File: src/design/cfig_pkg.sv
`default_nettype none
package cfig_pkg;
    // Flag register layout (one aligned word at its own offset)
    localparam logic [7:0] FLAG_OFS      = 8'h00;
    localparam logic [7:0] STATUS_OFS    = 8'h04;
    localparam logic [7:0] IRQ_OFS       = 8'h08;
    localparam int         BANK_BIT      = 0;
    localparam int         OVF_BIT       = 1;
    localparam int         IEN_BIT       = 2;
    localparam int         SSEL_BIT      = 3;
    localparam int         LVL_LSB       = 4;
    localparam int         LVL_W         = 3;
    localparam logic [7:0] FLAG_RST      = 8'h00;
    localparam logic [7:0] FLAG_WMASK    = 8'h7f;
    localparam logic [5:0] TRAP_MAX      = 6'h1f;
    localparam logic [1:0] HTRANS_NONSEQ = 2'h2;
    localparam logic [2:0] HSIZE_WORD    = 3'h2;
endpackage : cfig_pkg
`default_nettype wire

File: src/design/cfig_accept.sv
`default_nettype none
module cfig_accept (
    input  wire logic       irq_req_in,
    input  wire logic       irq_nmi_in,
    input  wire logic [2:0] irq_level_in,
    input  wire logic       ien_in,
    input  wire logic [2:0] core_priority_level_in,
    output logic            take_out
);
    always_comb
    begin
        // Non-maskable bypasses the gate
        take_out = irq_req_in && (irq_nmi_in ||
                   (ien_in && (irq_level_in > core_priority_level_in)));
    end
endmodule : cfig_accept
`default_nettype wire

File: src/design/cfig_flags.sv
// Behaviour
// - Bank flag picks register bank zero/one
// - Overflow flag follows each arithmetic result
// - Enable flag zero blocks maskable interrupts
// - Accepting an interrupt clears enable flag
// - Stack flag picks interrupt or user pointer
// - Hardware interrupt or low trap clears stack flag
// - Priority level is three bits, 0..7
// - Interrupt needs priority above current level; here a non-maskable request is taken at any level
// - Reserved bits read indeterminate; here zero
//
// The register addresses and the AHB-Lite slave port are this design's own decisions.
`default_nettype none
module cfig_flags (
    input  wire logic        core_clk_in,
    input  wire logic        reset_n_in,
    input  wire logic        hsel_in,
    input  wire logic [31:0] haddr_in,
    input  wire logic [1:0]  htrans_in,
    input  wire logic        hwrite_in,
    input  wire logic [2:0]  hsize_in,
    input  wire logic [31:0] hwdata_in,
    input  wire logic        hready_in,
    output logic [31:0]      hrdata_out,
    output logic             hreadyout_out,
    output logic             hresp_out,
    input  wire logic        arith_done_in,
    input  wire logic        arith_ovf_in,
    input  wire logic        trap_in,
    input  wire logic [5:0]  trap_num_in,
    input  wire logic        irq_req_in,
    input  wire logic        irq_nmi_in,
    input  wire logic [2:0]  irq_level_in,
    output logic             irq_take_out,
    output logic             bank_sel_out,
    output logic             user_stack_sel_out,
    output logic             overflow_out,
    output logic             ien_out
);
    typedef struct packed {
        logic       wr_pend;
        logic [7:0] wr_addr;
        logic [7:0] rd_addr;
        logic       bank;
        logic       ovf;
        logic       ien;
        logic       ssel;
        logic [2:0] lvl;
        logic       take;
        logic [31:0] rdata;
    } cfig_state_t;

    cfig_state_t s_q;
    cfig_state_t s_d;
    logic        rst_s1_q;
    logic        rst_s2_q;
    logic        take_w;
    logic        addr_ok;
    logic        flag_wr;

    always_ff @(posedge core_clk_in or negedge reset_n_in)
    begin
        if (!reset_n_in)
        begin
            rst_s1_q <= 1'b0;
            rst_s2_q <= 1'b0;
        end
        else
        begin
            rst_s1_q <= 1'b1;
            rst_s2_q <= rst_s1_q;
        end
    end

    cfig_accept u_accept (
        .irq_req_in             (irq_req_in),
        .irq_nmi_in             (irq_nmi_in),
        .irq_level_in           (irq_level_in),
        .ien_in                 (s_q.ien),
        .core_priority_level_in (s_q.lvl),
        .take_out               (take_w)
    );

    assign addr_ok = hsel_in && hready_in && (htrans_in == cfig_pkg::HTRANS_NONSEQ);
    assign flag_wr = s_q.wr_pend && (s_q.wr_addr == cfig_pkg::FLAG_OFS);

    always_comb
    begin
        s_d = s_q;
        s_d.take = take_w;
        s_d.wr_pend = addr_ok && hwrite_in && (hsize_in == cfig_pkg::HSIZE_WORD);
        s_d.wr_addr = haddr_in[7:0];
        // Software write of the flag word; reserved bits dropped
        if (flag_wr)
        begin
            s_d.bank = hwdata_in[cfig_pkg::BANK_BIT];
            s_d.ovf  = hwdata_in[cfig_pkg::OVF_BIT];
            s_d.ien  = hwdata_in[cfig_pkg::IEN_BIT];
            s_d.ssel = hwdata_in[cfig_pkg::SSEL_BIT];
            s_d.lvl  = hwdata_in[cfig_pkg::LVL_LSB +: cfig_pkg::LVL_W];
        end
        // Hardware events override a coincident write
        if (arith_done_in)
            s_d.ovf = arith_ovf_in;
        if (trap_in && (trap_num_in <= cfig_pkg::TRAP_MAX))
            s_d.ssel = 1'b0;
        if (take_w)
        begin
            s_d.ien  = 1'b0;
            s_d.ssel = 1'b0;
        end
        s_d.rdata = 32'h0000_0000;
        if (addr_ok && !hwrite_in)
        begin
            case (haddr_in[7:0])
                cfig_pkg::FLAG_OFS:
                    s_d.rdata = {25'h0, s_d.lvl, s_d.ssel, s_d.ien, s_d.ovf, s_d.bank};
                cfig_pkg::STATUS_OFS:
                    s_d.rdata = {31'h0, take_w};
                default:
                    s_d.rdata = 32'h0000_0000;
            endcase
        end
    end

    always_ff @(posedge core_clk_in or negedge rst_s2_q)
    begin
        if (!rst_s2_q)
        begin
            s_q <= '0;
        end
        else
        begin
            s_q <= s_d;
        end
    end

    assign hrdata_out         = s_q.rdata;
    assign hreadyout_out      = rst_s2_q;
    assign hresp_out          = 1'b0;
    assign irq_take_out       = s_q.take;
    assign bank_sel_out       = s_q.bank;
    assign user_stack_sel_out = s_q.ssel;
    assign overflow_out       = s_q.ovf;
    assign ien_out            = s_q.ien;

    // Hardware events on the flags
    a_take_clears_ien: assert property (@(posedge core_clk_in) disable iff (!rst_s2_q)
        take_w |=> !s_q.ien)
        else $error("enable not cleared");
    a_take_clears_ssel: assert property (@(posedge core_clk_in) disable iff (!rst_s2_q)
        take_w |=> !s_q.ssel)
        else $error("stack flag not cleared");
    a_trap_clears_ssel: assert property (@(posedge core_clk_in) disable iff (!rst_s2_q)
        (trap_in && trap_num_in < 6'h20) |=> !s_q.ssel)
        else $error("trap kept stack");
    a_high_trap_keeps: assert property (@(posedge core_clk_in) disable iff (!rst_s2_q)
        (trap_in && (trap_num_in > cfig_pkg::TRAP_MAX) && !take_w && !flag_wr) |=> $stable(user_stack_sel_out))
        else $error("high trap moved stack flag");
    a_ovf_tracks: assert property (@(posedge core_clk_in) disable iff (!rst_s2_q)
        arith_done_in |=> (s_q.ovf == $past(arith_ovf_in)))
        else $error("overflow wrong");
    a_ovf_hold: assert property (@(posedge core_clk_in) disable iff (!rst_s2_q)
        (!arith_done_in && !flag_wr) |=> $stable(overflow_out))
        else $error("overflow moved");

    // Acceptance of requests
    a_mask_blocks: assert property (@(posedge core_clk_in) disable iff (!rst_s2_q)
        (!irq_nmi_in && !s_q.ien) |-> !take_w)
        else $error("masked taken");
    a_no_request: assert property (@(posedge core_clk_in) disable iff (!rst_s2_q)
        !irq_req_in |=> !irq_take_out)
        else $error("take without request");
    a_level_gate: assert property (@(posedge core_clk_in) disable iff (!rst_s2_q)
        (take_w && !irq_nmi_in) |-> (irq_level_in > s_q.lvl))
        else $error("level low");
    a_accept_taken: assert property (@(posedge core_clk_in) disable iff (!rst_s2_q)
        (irq_req_in && !irq_nmi_in && s_q.ien && (irq_level_in > s_q.lvl)) |=> irq_take_out)
        else $error("eligible request refused");
    a_nmi_bypass: assert property (@(posedge core_clk_in) disable iff (!rst_s2_q)
        (irq_req_in && irq_nmi_in) |=> irq_take_out)
        else $error("nmi lost");

    // Flag word writes, holds and reads
    a_bank_out: assert property (@(posedge core_clk_in) disable iff (!rst_s2_q)
        flag_wr |=> (bank_sel_out == $past(hwdata_in[cfig_pkg::BANK_BIT])))
        else $error("bank wrong");
    a_bank_hold: assert property (@(posedge core_clk_in) disable iff (!rst_s2_q)
        !flag_wr |=> $stable(bank_sel_out))
        else $error("bank moved");
    a_ien_hold: assert property (@(posedge core_clk_in) disable iff (!rst_s2_q)
        (!flag_wr && !take_w) |=> $stable(ien_out))
        else $error("enable moved");
    a_ssel_hold: assert property (@(posedge core_clk_in) disable iff (!rst_s2_q)
        (!flag_wr && !take_w && !trap_in) |=> $stable(user_stack_sel_out))
        else $error("stack flag moved");
    a_ssel_write: assert property (@(posedge core_clk_in) disable iff (!rst_s2_q)
        (flag_wr && !take_w && !trap_in) |=> (user_stack_sel_out == $past(hwdata_in[cfig_pkg::SSEL_BIT])))
        else $error("stack flag write lost");
    a_lvl_write: assert property (@(posedge core_clk_in) disable iff (!rst_s2_q)
        flag_wr |=> (s_q.lvl == $past(hwdata_in[cfig_pkg::LVL_LSB +: cfig_pkg::LVL_W])))
        else $error("level write lost");
    a_lvl_hold: assert property (@(posedge core_clk_in) disable iff (!rst_s2_q)
        !flag_wr |=> $stable(s_q.lvl))
        else $error("level moved");
    a_flag_read: assert property (@(posedge core_clk_in) disable iff (!rst_s2_q)
        (addr_ok && !hwrite_in && (haddr_in[7:0] == cfig_pkg::FLAG_OFS))
            |=> (hrdata_out[6:0] == {s_q.lvl, s_q.ssel, s_q.ien, s_q.ovf, s_q.bank}))
        else $error("flag read wrong");
    a_rsvd_read: assert property (@(posedge core_clk_in) disable iff (!rst_s2_q)
        hrdata_out[31:7] == 25'h0)
        else $error("reserved bits not zero");
    a_read_idle: assert property (@(posedge core_clk_in) disable iff (!rst_s2_q)
        !(addr_ok && !hwrite_in) |=> (hrdata_out == 32'h0))
        else $error("read data not cleared");

    c_nmi: cover property (@(posedge core_clk_in) irq_req_in && irq_nmi_in);
    c_mask_take: cover property (@(posedge core_clk_in) take_w && !irq_nmi_in);
    c_trap: cover property (@(posedge core_clk_in) trap_in && trap_num_in < 6'h20);
    c_level_refused: cover property (@(posedge core_clk_in)
        irq_req_in && !irq_nmi_in && s_q.ien && (irq_level_in <= s_q.lvl));
    c_flag_write: cover property (@(posedge core_clk_in) flag_wr);
endmodule : cfig_flags
`default_nettype wire

File: config.mk
export PLATFORM = sky130hd
export DESIGN_NAME = cfig_flags
export DESIGN_NICKNAME = d
export VERILOG_FILES = /design/src/design/cfig_pkg.sv /design/src/design/cfig_accept.sv /design/src/design/cfig_flags.sv
export SDC_FILE = /design/constraint.sdc
export NUM_CORES = 1
export LEC_CHECK = 0
export BUFFER_PORTS_ARGS = -buffer_cell sky130_fd_sc_hd__clkbuf_2
export CAP_MARGIN = 10
export CORE_UTILIZATION = 36
export CTS_BUF_LIST = sky130_fd_sc_hd__clkbuf_8
export CTS_CLUSTER_DIAMETER = 50
export CTS_CLUSTER_SIZE = 28
export DETAILED_ROUTE_END_ITERATION = 8
export GPL_TIMING_DRIVEN = 0
export PLACE_DENSITY = 0.81
export SKIP_LAST_GASP = 1
export SLEW_MARGIN = 5
export SYNTH_ARGS = -nofsm -noshare
export SYNTH_HDL_FRONTEND = slang
export SYNTH_SLANG_ARGS = --single-unit
File: constraint.sdc
create_clock -name core_clk_in -period 1 [get_ports core_clk_in]
set_input_delay 0.1 -clock core_clk_in [delete_from_list [all_inputs] [get_ports core_clk_in]]
set_output_delay 0.1 -clock core_clk_in [all_outputs]
set_load 0.05 [all_outputs]
* Yosys cells after proc, flatten, opt, wreduce, memory -nomap -nowiden
Cells that the tools add are included.
** Operators by class
- Reduce and logical (&&, ||, !) cells :: 13
- $lt $le $gt $ge :: 2
- Mux-type cells :: 6
- Equality and inequality tests :: 3
** Operators with widths (number)
- logical NOT 8 bit :: 2
- two-way mux 7 bit :: 2
- case mux 7 bit (2 select lines) :: 1
- logical AND 1 bit :: 9
- == test 8 x 3 -> 1 bit (second input constant) :: 1
- <= comparator 6 x 5 -> 1 bit (second input constant) :: 1
- == test 3 x 2 -> 1 bit (second input constant) :: 1
- greater-than comparator 3 bit :: 1
- == test 2 bit (second input constant) :: 1
- two-way mux 1 bit :: 2
- two-way mux 2 bit :: 1
- logical NOT 1 bit :: 1
- logical OR 1 bit :: 1
** Storage, ports and cells
- Register bits after elaboration :: 51
- Input port bits :: 88
- Output and inout bits :: 39
- Word-level logic and storage cells :: 35

* Logic depth before layout (Yosys ltp)
Gate-level depths: netlist (run 1).
- Depth after elaboration :: 7
- Mapped depth :: 6
- Gate-level depth less buffers :: 6

* Cells and area by module
Synthesis (run 1) repeated with hierarchy kept, for this count alone.
** Unflattened totals
- Cell total of the unflattened synthesis :: 122
- Area, all modules :: 1361.3 sq um
** By module, submodules not included
- cfig_flags :: cells each 110, seq. area each 650.6 sq um, area an instance 1276.2 sq um, times used 1
- cfig_accept :: cells each 12, seq. area each 0.0 sq um, area an instance 85.1 sq um, times used 1

* Worst setup path after synthesis (run 1)
OpenSTA, ideal clock, no wires.
- Path kind :: flip-flop to flip-flop
- From :: register s_q[51] (netlist bit)
- To :: register s_q, in the netlist hrdata_out[0]
- Setup time :: 0.082 ns
- Required time :: 0.918 ns
- Cell stages (with the launch flop) :: 5
- Slack :: -0.520 ns
- Arrival :: 1.438 ns
- Period minus slack after synthesis :: 1.520 ns
- Buffers on the path :: 0
- Path through :: dfrtp_1 -> nor4_2 -> nand4b_4 -> or3b_1 -> a31oi_1
** RTL lines
- start, declared :: line cfig_flags.sv:53 : cfig_state_t s_q;
- start signal, assigned :: line cfig_flags.sv:130 : s_q <= '0;
- start signal, assigned :: line cfig_flags.sv:134 : s_q <= s_d;

==> impl_metrics.json, run 1 <==
{
  "status": "complete, but fails checks",
  "violations": "negative setup slack",
  "clock-sinks": 26,
  "p_sw_w": 0.0007106,
  "die_y_um": 61.01,
  "hold_class": "primary input to register",
  "fin_area_um2": 2153,
  "cts_buffers": 3,
  "slew_violations": 0,
  "p_clk_share_pct": 27.2,
  "endpoint_kind": "register",
  "timing.rr.end": "hrdata_out[0]$_DFF_PN0_",
  "fin_cells": 243,
  "power_leakage_nw": 1.150,
  "grt_max_degree": 15,
  "initial_core_util_pct": 37.57,
  "htreeDepth": 1,
  "grt_remaining_overflow": 0,
  "regArea_um2": 654.4,
  "routed_wl_mm": 3.599,
  "layout_min_cycle_time_ps": 1727,
  "hold_start": "hwdata_in[0]",
  "path_buf_inv": 1,
  "antenna_found_initial": 0,
  "intPower_w": 0.001663,
  "synth_top_area_share_pct": 51.90,
  "cts_tree": "done",
  "clock_latency_ps": 260,
  "ys_seq_elements": 26,
  "die-area_um2": 3722,
  "p_sw_share_pct": 29.94,
  "crit_fanout": 5,
  "fill_cells": 225,
  "cp-start-kind": "register",
  "finalNetCount": 289,
  "clock_path_buffers": 2,
  "arrival_ps": 1900,
  "endpoint": "hrdata_out[0]$_DFF_PN0_",
  "p_per_area_nw_per_um2": 1102,
  "rsz0062_at_grt": "true",
  "finalWorstSetupSlack_ps": -727.5,
  "crit_type": "register to register",
  "path_depth": 5,
  "n_antenna_cell": 0,
  "r2r_start": "s_q[48]$_DFF_PN0_",
  "viasPerCell": 4.267,
  "synthTopCellsByArea": "dfrtp_1, buf_4, mux2_2, ha_1, mux2i_1",
  "via_count": 1037,
  "slowest_stage": "dfrtp_1",
  "io_pins": 127,
  "dp.cells": 223,
  "rows": 21,
  "drt-wirelength-per-cell_um": 14.81,
  "place_hpwl_mm": 1.814,
  "coreArea_um2": 3337,
  "yosysWarningCount": 0,
  "vdd_ir_drop_max_mv": 0.5265,
  "drive_gt1_share_pct": 56.35,
  "gp_congestion": 0.6571,
  "clk_pin_slew_ps": 80,
  "synth_area_per_cell_um2": 11.83,
  "crit_start": "s_q[48]$_DFF_PN0_",
  "cp_top_family": "simple AND/OR/NAND/NOR gates",
  "seq_area_frac_synth_pct": 51.90,
  "finalClockSkew_ps": 0.9578,
  "multi_input_area_um2": 575.6,
  "drcViolationCount": 0,
  "port_buffers": 46,
  "reg2reg_depth": 5,
  "path_cells": "nor4_4, buf_4, nand4b_4, or3b_1, a31oi_1",
  "r2r_slack_ps": -730,
  "place_area_um2": 1667,
  "syn_inst": 106,
  "setup_viol": 16,
  "grt_pass1_wl_mm": 4.236,
  "synth_area_um2": 1254,
  "detail-route-antenna-nets": 0,
  "drt_iter0_markers": 48,
  "fin_crit_sh_pct": 172.7,
  "maxCapViolCount": 0,
  "cp.required_ps": 1170,
  "grt_pass1_vias": 908,
  "dr.pass1.iters": 4,
  "p_comb_share_pct": 25.8,
  "cts-root-buf": "clkbuf_8",
  "fp.dieW_um": 61.01,
  "syn_to_final_growth_pct": 71.76,
  "cpPeakStageDelay_ps": 410,
  "max_freq_mhz": 578.9,
  "power_w": 0.002373,
  "yosysTopAreaCell": "dfrtp_1",
  "hold_viol": 0,
  "ys_types": 26,
  "p_seq_share_pct": 47.0,
  "grt_use_total_pct": 15.94
}
## stage by stage
stage,TNS (ps),setup WS (ps),utilization (%),hold slack (ps)
2_1_floorplan,-5320,-491.1,-,-195.6
3_3_place_gp,-6990,-589.0,49.94,-114.0
3_5_place_dp,-7717,-652.3,49.94,-111.3
4_1_cts,-8117,-622.0,60.14,79.98
5_1_grt,-9634,-825.5,64.53,97.53
6_report,-8795,-727.5,64.53,88.51
## cell usage in the layout, fill, tap and decap left out, drive strengths merged, types with 3 or more instances in the layout
master       synthesis  final
nor3                 3      3
mux2                 4      4
mux2i                3      3
ha                   3      3
nor2b                4      4
dlygate4sd3          0      9
nor4                 4      4
dfrtp               26     26
buf                 33     44
inv                  5      5
conb                 2     27
clkbuf               0     45
## sequential cells by signal, indices dropped and copies added, names as in the netlist
register and count:
rst_s1_q 1, overflow_out 1, s_q 12, hrdata_out 7, bank_sel_out 1, ien_out 1
irq_take_out 1, user_stack_sel_out 1, hreadyout_out 1
## routing by layer
| metal | track usage, % | routed length (um) | share of wire, % | vias to the layer above |
|---|---|---|---|---|
| met5 | 0 | 0 | 0 | - |
| met4 | 5.195 | 38 | 1.1 | 0 |
| met3 | 2.731 | 177 | 4.9 | 6 |
| met2 | 30.61 | 1973 | 55 | 48 |
| met1 | 17.78 | 1409 | 39 | 502 |
| li1 | - | - | - | 481 |
## power by group through the flow
stage	logic (W)	registers [W]	clock network, W
after floorplan	0.000355	0.00117	0
after global placement	0.000480	0.00114	0
after detailed placement	0.000485	0.00114	0
after CTS	0.000550	0.00111	0.000655
after global routing	0.000647	0.00112	0.000714
final	0.000613	0.00111	0.000645
## cells by family (layout without fill, tap and decap cells)
| logic type | after synthesis | count (layout) | share of synthesized area (%) |
|---|---|---|---|
| AOI/OAI and AO/OA | 7 | 7 | 3.693 |
| adders and majority gates | 3 | 3 | 2.994 |
| buffers and inverters | 38 | 103 | 21.26 |
| DFF | 26 | 26 | 51.90 |
| muxes | 7 | 7 | 5.988 |
| other | 2 | 27 | 0.5990 |
| and+or+nand+nor | 23 | 24 | 13.57 |
## cell type report
cell class / instances / area share, %
sequential: 26 / 30.39
timing repair buffer: 68 / 27.72
multi-input combinational: 68 / 26.73
buffer: 26 / 9.064
tap: 46 / 2.673
clock buffer: 4 / 2.557
inverter: 5 / 0.8716
## synth_stat cells (all sizes together)
library cell  instances
a31oi                 1
nor2b                 4
a211oi                2
mux2                  4
a21oi                 2
conb                  2
inv                   5
nand4b                1
buf                  33
ha                    3
and2                  1
o21a                  1
or2                   1
and3                  1
nand3                 1
nor3                  3
nor2                  2
nand3b                2
nor4                  4
nor4bb                1
o211ai                1
dfrtp                26
or3b                  1
and4b                 1
mux2i                 3
## worst min path at each step
| stage | end | slack (ps) | cells after the start |
|---|---|---|---|
| after floorplan | hreadyout_out$_DFF_PN0_ | -200 | 0 |
| after global placement | rst_s1_q$_DFF_PN0_ | -110 | 1 |
| after detailed placement | rst_s1_q$_DFF_PN0_ | -110 | 1 |
| after CTS | bank_sel_out$_DFF_PN0_ | 80 | 2 |
| after global routing | bank_sel_out$_DFF_PN0_ | 100 | 2 |
| final | bank_sel_out$_DFF_PN0_ | 90 | 2 |
## what timing repair did
action / CTS / global route
gates resized for setup: 32 / 24
buffers inserted: 7 / 6
pin swaps: 3 / 5
endpoints found under the hold margin: 10 / 0
setup endpoints to repair: 27 / 20
cloned: 1 / 0
hold buffers: 9 / 0
Power figures use the tool's default switching activity.
==> run 2, diff against run 1 <==
--- a/config.mk
+++ b/config.mk
@@ -19,3 +19,4 @@
 export SYNTH_ARGS = -nofsm -noshare
 export SYNTH_HDL_FRONTEND = slang
 export SYNTH_SLANG_ARGS = --single-unit
+export TNS_END_PERCENT = 30
==> impl_metrics.json, run 2 (synthesis results as in run 1) <==
{
  "hold_viol": 0,
  "gp_congestion": 0.6863,
  "coreArea_um2": 3337,
  "cp_top_family": "simple AND/OR/NAND/NOR gates",
  "vdd_ir_drop_max_mv": 0.5743,
  "port_buffers": 46,
  "status": "complete, but fails checks",
  "syn_to_final_growth_pct": 44.71,
  "drcViolationCount": 0,
  "htreeDepth": 1,
  "io_pins": 127,
  "clock_latency_ps": 260,
  "clk_pin_slew_ps": 80,
  "layout_min_cycle_time_ps": 1556,
  "slew_headroom_pct": 65.39,
  "dr.pass1.iters": 4,
  "cpPeakStageDelay_ps": 410,
  "finalWorstSetupSlack_ps": -555.5,
  "fin_crit_sh_pct": 155.6,
  "drt-wirelength-per-cell_um": 9.675,
  "antenna_found_initial": 0,
  "via_count": 929,
  "detail-route-antenna-nets": 0,
  "setup_viol": 25,
  "grt_use_total_pct": 12.58,
  "mostFrequentLayoutCell": "clkbuf_2",
  "regMostFlops": "s_q",
  "grt_max_degree": 26,
  "max_freq_mhz": 642.9,
  "endpoint_kind": "register",
  "die_y_um": 61.01,
  "slew_violations": 0,
  "grt_pass1_wl_mm": 3.394,
  "largest_reg_flops": 12,
  "power_leakage_nw": 1.030,
  "fin_cells": 237,
  "grt_pass1_vias": 796,
  "viasPerCell": 3.920,
  "cp-start-kind": "register",
  "path_cells": "nor4_4, nand4b_4, or3b_1, a31oi_1",
  "finalClockSkew_ps": 1.603,
  "clock-sinks": 26,
  "rsz0062_at_grt": "true",
  "dp.cells": 223,
  "mostFrequentLayoutCells": "clkbuf_2, buf_4, conb_1, dfrtp_1, dlygate4sd3_1",
  "cts_buffers": 3,
  "initial_core_util_pct": 37.57,
  "drive_gt1_share_pct": 50.79,
  "routed_wl_mm": 2.293,
  "fin_setup_tns_ps": -8063,
  "die-area_um2": 3722,
  "worstMarginPinSlew_ps": 519.2,
  "finalNetCount": 284,
  "cts-root-buf": "clkbuf_8",
  "crit_fanout": 6,
  "fp.dieW_um": 61.01,
  "maxCapViolCount": 0,
  "arrival_ps": 1740,
  "rows": 21,
  "cp.required_ps": 1180,
  "clock_path_buffers": 2,
  "cts_tree": "done",
  "place_hpwl_mm": 1.829,
  "path_buf_inv": 0,
  "power_w": 0.002199,
  "grt_remaining_overflow": 0,
  "hold_class": "primary input to register",
  "violations": "negative setup slack",
  "n_antenna_cell": 0,
  "drt_iter0_markers": 20,
  "slowest_stage": "dfrtp_1",
  "crit_type": "register to register",
  "p_per_area_nw_per_um2": 1212
}
[run 2: changes by cell type in the layout (fill, tap and decap cells not counted), moves of 2 or more]
cell | previous run | this run
mux2i_1 | 1 | 3
buf_4 | 37 | 35
nor3_2 | 2 | 0
nor3_1 | 0 | 3
buf_6 | 5 | 0
clkbuf_16 | 7 | 0
clkbuf_2 | 33 | 46
mux2i_4 | 2 | 0
[run 2: final cells by class]
type	instances	area (um2)
well taps	46	57.56
multi-input cells	67	461.7
flip-flops and latches	26	651.9
repair buffers	57	335.3
plain buffers	33	247.7
inverters	5	18.77
clock buffers	3	41.29
fillers	300	1523
[run 2: power breakdown]
group	leakage [nW]	internal [W]	total, W	switching (W)
registers	0.326	0.00108	0.00112	0.0000355
clock network	0.0216	0.000269	0.000561	0.000292
logic	0.682	0.000185	0.000517	0.000332
[run 2: timing repair]
item,CTS,global route
hold endpoints to repair,10,0
setup endpoints to repair,50,28
buffers inserted,2,0
pin swaps,2,3
gates resized for setup,2,0
hold buffers,9,0
[run 2: worst paths after layout]
check	startpoint	slack (ps)	endpoint	cells after the start
max reg2reg	s_q[51]$_DFF_PN0_	-560	hrdata_out[0]$_DFF_PN0_	4
min in group asynchronous	reset_n_in	150	rst_s1_q$_DFF_PN0_	2
max	s_q[51]$_DFF_PN0_	-560	hrdata_out[0]$_DFF_PN0_	4
max in group asynchronous	hreadyout_out$_DFF_PN0_	410	s_q[56]$_DFF_PN0_	0
min	hwdata_in[0]	80	bank_sel_out$_DFF_PN0_	2
min reg2reg	hreadyout_out$_DFF_PN0_	250	bank_sel_out$_DFF_PN0_	0
[run 2: metrics by stage]
step	hold WS, ps	setup WS (ps)	util, %	area, um2
finish	81.52	-555.5	54.37	1814
global route	90.41	-646.3	54.37	1814
CTS	78.46	-561.3	54.37	1814
detailed placement	-111.1	-628.6	49.91	1665
global placement	-113.3	-586.7	49.91	1665
floorplan	-195.6	-491.1	-	1378
[run 2: metal layers]
| layer | routed length (um) | global-route usage (%) |
|---|---|---|
| met1 | 937 | 14.13 |
| met5 | 0 | 0 |
| met3 | 155 | 2.311 |
| met4 | 36 | 5.195 |
| met2 | 1163 | 23.39 |
[run 2: worst reg2reg max path, stage by stage (launching register included)]
cell and delay [ps]:
dfrtp_1 410, nor4_4 330, nand4b_4 190, or3b_1 380
a31oi_1 170
==> run 3, diff against run 2 <==
--- a/config.mk
+++ b/config.mk
@@ -7,16 +7,17 @@
 export LEC_CHECK = 0
 export BUFFER_PORTS_ARGS = -buffer_cell sky130_fd_sc_hd__clkbuf_2
 export CAP_MARGIN = 10
-export CORE_UTILIZATION = 36
+export CORE_UTILIZATION = 38
 export CTS_BUF_LIST = sky130_fd_sc_hd__clkbuf_8
 export CTS_CLUSTER_DIAMETER = 50
 export CTS_CLUSTER_SIZE = 28
 export DETAILED_ROUTE_END_ITERATION = 8
 export GPL_TIMING_DRIVEN = 0
-export PLACE_DENSITY = 0.81
+export PLACE_DENSITY_LB_ADDON = 0.3
 export SKIP_LAST_GASP = 1
 export SLEW_MARGIN = 5
 export SYNTH_ARGS = -nofsm -noshare
 export SYNTH_HDL_FRONTEND = slang
+export SYNTH_HIERARCHICAL = 1
 export SYNTH_SLANG_ARGS = --single-unit
 export TNS_END_PERCENT = 30
==> impl_metrics.json, run 3 <==
{
  "clock-sinks": 26,
  "dr.pass1.iters": 4,
  "yosysTopAreaCell": "dfrtp_1",
  "slowest_stage": "or4b_4",
  "dr_wl_met3_um": 168,
  "p_per_area_nw_per_um2": 1173,
  "cp.required_ps": 1150,
  "largest_reg_flops": 12,
  "met1_length_mm": 1.244,
  "synth_top_area_share_pct": 47.79,
  "fp.dieW_um": 61.86,
  "htreeDepth": 1,
  "n_antenna_cell": 0,
  "synthArstFlopShare_pct": 100.0,
  "drive_gt1_share_pct": 56.25,
  "gp_congestion": 0.7264,
  "fin_crit_sh_pct": 156.6,
  "die_y_um": 61.86,
  "hold_viol": 0,
  "port_buffers": 46,
  "path_cells": "or4b_4, buf_12, o31ai_4, o41ai_2",
  "hold_class": "primary input to register",
  "seq_area_frac_synth_pct": 47.79,
  "synthTopCellsByArea": "dfrtp_1, buf_4, o31ai_2, ha_1, nand4_1",
  "detail-route-antenna-nets": 0,
  "arrival_ps": 1710,
  "io_pins": 127,
  "initial_core_util_pct": 40.16,
  "finalNetCount": 316,
  "synthTopCellsByCount": "buf_4, dfrtp_1, a21oi_1, inv_1, o31ai_2",
  "drt-wirelength-per-cell_um": 11.26,
  "rows": 21,
  "cts_tree": "done",
  "layout_min_cycle_time_ps": 1566,
  "max_freq_mhz": 638.7,
  "grt_remaining_overflow": 0,
  "syn_inst": 122,
  "synth_area_um2": 1361,
  "r2r_slack_ps": -570,
  "status": "complete, but fails checks",
  "viasPerCell": 4.296,
  "path_buf_inv": 1,
  "hold_end": "overflow_out$_DFF_PN0_",
  "syn_to_final_growth_pct": 59.47,
  "power_leakage_nw": 1.109,
  "synth.most_common_cell": "buf_4",
  "worstMarginPinSlew_ps": 562.5,
  "power_w": 0.002546,
  "rsz0062_at_grt": "true",
  "synth_edf_count": 0,
  "endpoint_kind": "register",
  "die-area_um2": 3826,
  "crit_type": "register to register",
  "grt_use_total_pct": 14.74,
  "met2_length_mm": 1.582,
  "clock_path_buffers": 2,
  "ys.flop_type": "dfrtp_1",
  "dr.max_layer_used": "met4",
  "grt_pass1_vias": 924,
  "cts-root-buf": "clkbuf_8",
  "clock_latency_ps": 270,
  "cp_top_family": "simple AND/OR/NAND/NOR gates",
  "r2r_start": "s_q[48]$_DFF_PN0_",
  "reg2reg_depth": 4,
  "finalWorstSetupSlack_ps": -565.6,
  "timing.rr.end": "bank_sel_out$_DFF_PN0_",
  "regMostFlops": "s_q",
  "fill_cells": 286,
  "mostFrequentLayoutCells": "buf_4, clkbuf_2, conb_1, dfrtp_1, dlygate4sd3_1",
  "finalClockSkew_ps": 2.599,
  "place_hpwl_mm": 2.100,
  "min_path_cells": 3,
  "drt_iter0_markers": 7,
  "violations": "negative setup slack",
  "setup_viol": 27,
  "coreArea_um2": 3390,
  "drcViolationCount": 0,
  "mostFrequentLayoutCell": "buf_4",
  "grt_max_degree": 26,
  "ys_types": 33,
  "crit_fanout": 8,
  "routed_wl_mm": 3.040,
  "slew_headroom_pct": 62.36,
  "yosysWarningCount": 6,
  "maxCapViolCount": 0,
  "ys_seq_elements": 26,
  "synth_area_per_cell_um2": 11.16,
  "grt_pass1_wl_mm": 3.926,
  "cp-start-kind": "register",
  "antenna_found_initial": 0,
  "via_count": 1160,
  "clk_pin_slew_ps": 90,
  "finish.utilization_pct": 64.05,
  "slew_violations": 0,
  "cts_buffers": 3,
  "vdd_ir_drop_max_mv": 0.8328,
  "cpPeakStageDelay_ps": 550,
  "hold_start": "arith_ovf_in"
}
run 3: cell types whose count changed in the layout (fill, tap and decap cells not counted), moves of 3 or more:
cell     change
a21oi_1      +3
buf_4       +14
mux2_2       -4
mux2i_1      -3
nand2_1      +5
nand4_1      +5
nor2b_1      -3
nor3_1       -3
o31ai_4      +7
run 3: worst max path at each step:
| stage | from | endpoint | depth (start not counted) |
|---|---|---|---|
| after floorplan | s_q[48]$_DFF_PN0_ | hrdata_out[0]$_DFF_PN0_ | 4 |
| after global placement | s_q[54]$_DFF_PN0_ | hrdata_out[0]$_DFF_PN0_ | 3 |
| after detailed placement | s_q[54]$_DFF_PN0_ | hrdata_out[0]$_DFF_PN0_ | 3 |
| after CTS | s_q[48]$_DFF_PN0_ | hrdata_out[6]$_DFF_PN0_ | 4 |
| after global routing | s_q[48]$_DFF_PN0_ | bank_sel_out$_DFF_PN0_ | 4 |
| final | s_q[48]$_DFF_PN0_ | bank_sel_out$_DFF_PN0_ | 4 |
run 3: layer usage:
metal / vias up / track usage, %
li1: 577 / -
met1: 534 / 16.98
met2: 44 / 26.42
met3: 5 / 2.277
met4: 0 / 7.619
met5: - / 0
run 3: what timing repair did:
item                                    in CTS  in global routing
gates resized for setup                     12                  6
endpoints found under the setup margin      51                 28
hold buffers                                 8                  1
buffers inserted                             6                 12
pin swaps                                   13                  5
hold endpoints to repair                     9                  1
run 3: kinds of logic after synthesis:
| family | count (synthesis) | share of synthesized area (%) |
|---|---|---|
| and+or+nand+nor | 24 | 11.40 |
| adders and majority gates | 3 | 2.758 |
| buffers and inverters | 42 | 20.96 |
| AOI/OAI and AO/OA | 25 | 16.54 |
| DFF | 26 | 47.79 |
| other | 2 | 0.5517 |
run 3: per-stage QoR:
stage	hold slack, ps	cell area [um2]	instances	setup TNS [ps]	setup WS, ps
2_1_floorplan	-195.6	1526	147	-11140	-479.9
3_3_place_gp	-114.5	1814	239	-8233	-617.6
3_5_place_dp	-113.4	1814	239	-9714	-675.8
4_1_cts	5.112	2057	257	-9287	-559.8
5_1_grt	88.62	2171	270	-9966	-628.2
6_report	95.64	2171	270	-8654	-565.6
run 3: where the power goes:
group          switching (W)  internal (W)
combinational       0.000373      0.000211
clock               0.000326      0.000536
sequential         0.0000217       0.00108
total               0.000721       0.00182
run 3: layout make-up:
class / instances / area (um2) / area share (%)
multi-input cells: 79 / 624.3 / 28.76
repair buffers: 73 / 462.9 / 21.33
clock inverters: 1 / 30.03 / 1.383
flip-flops and latches: 26 / 654.4 / 30.14
inverters: 6 / 22.52 / 1.037
clock buffers: 3 / 41.29 / 1.902
plain buffers: 36 / 277.8 / 12.80
well taps: 46 / 57.56 / 2.651
run 3: worst min-delay path: stages:
cell      delay [ps]
clkbuf_2          70
nor2b_1           50
a21oi_1          110
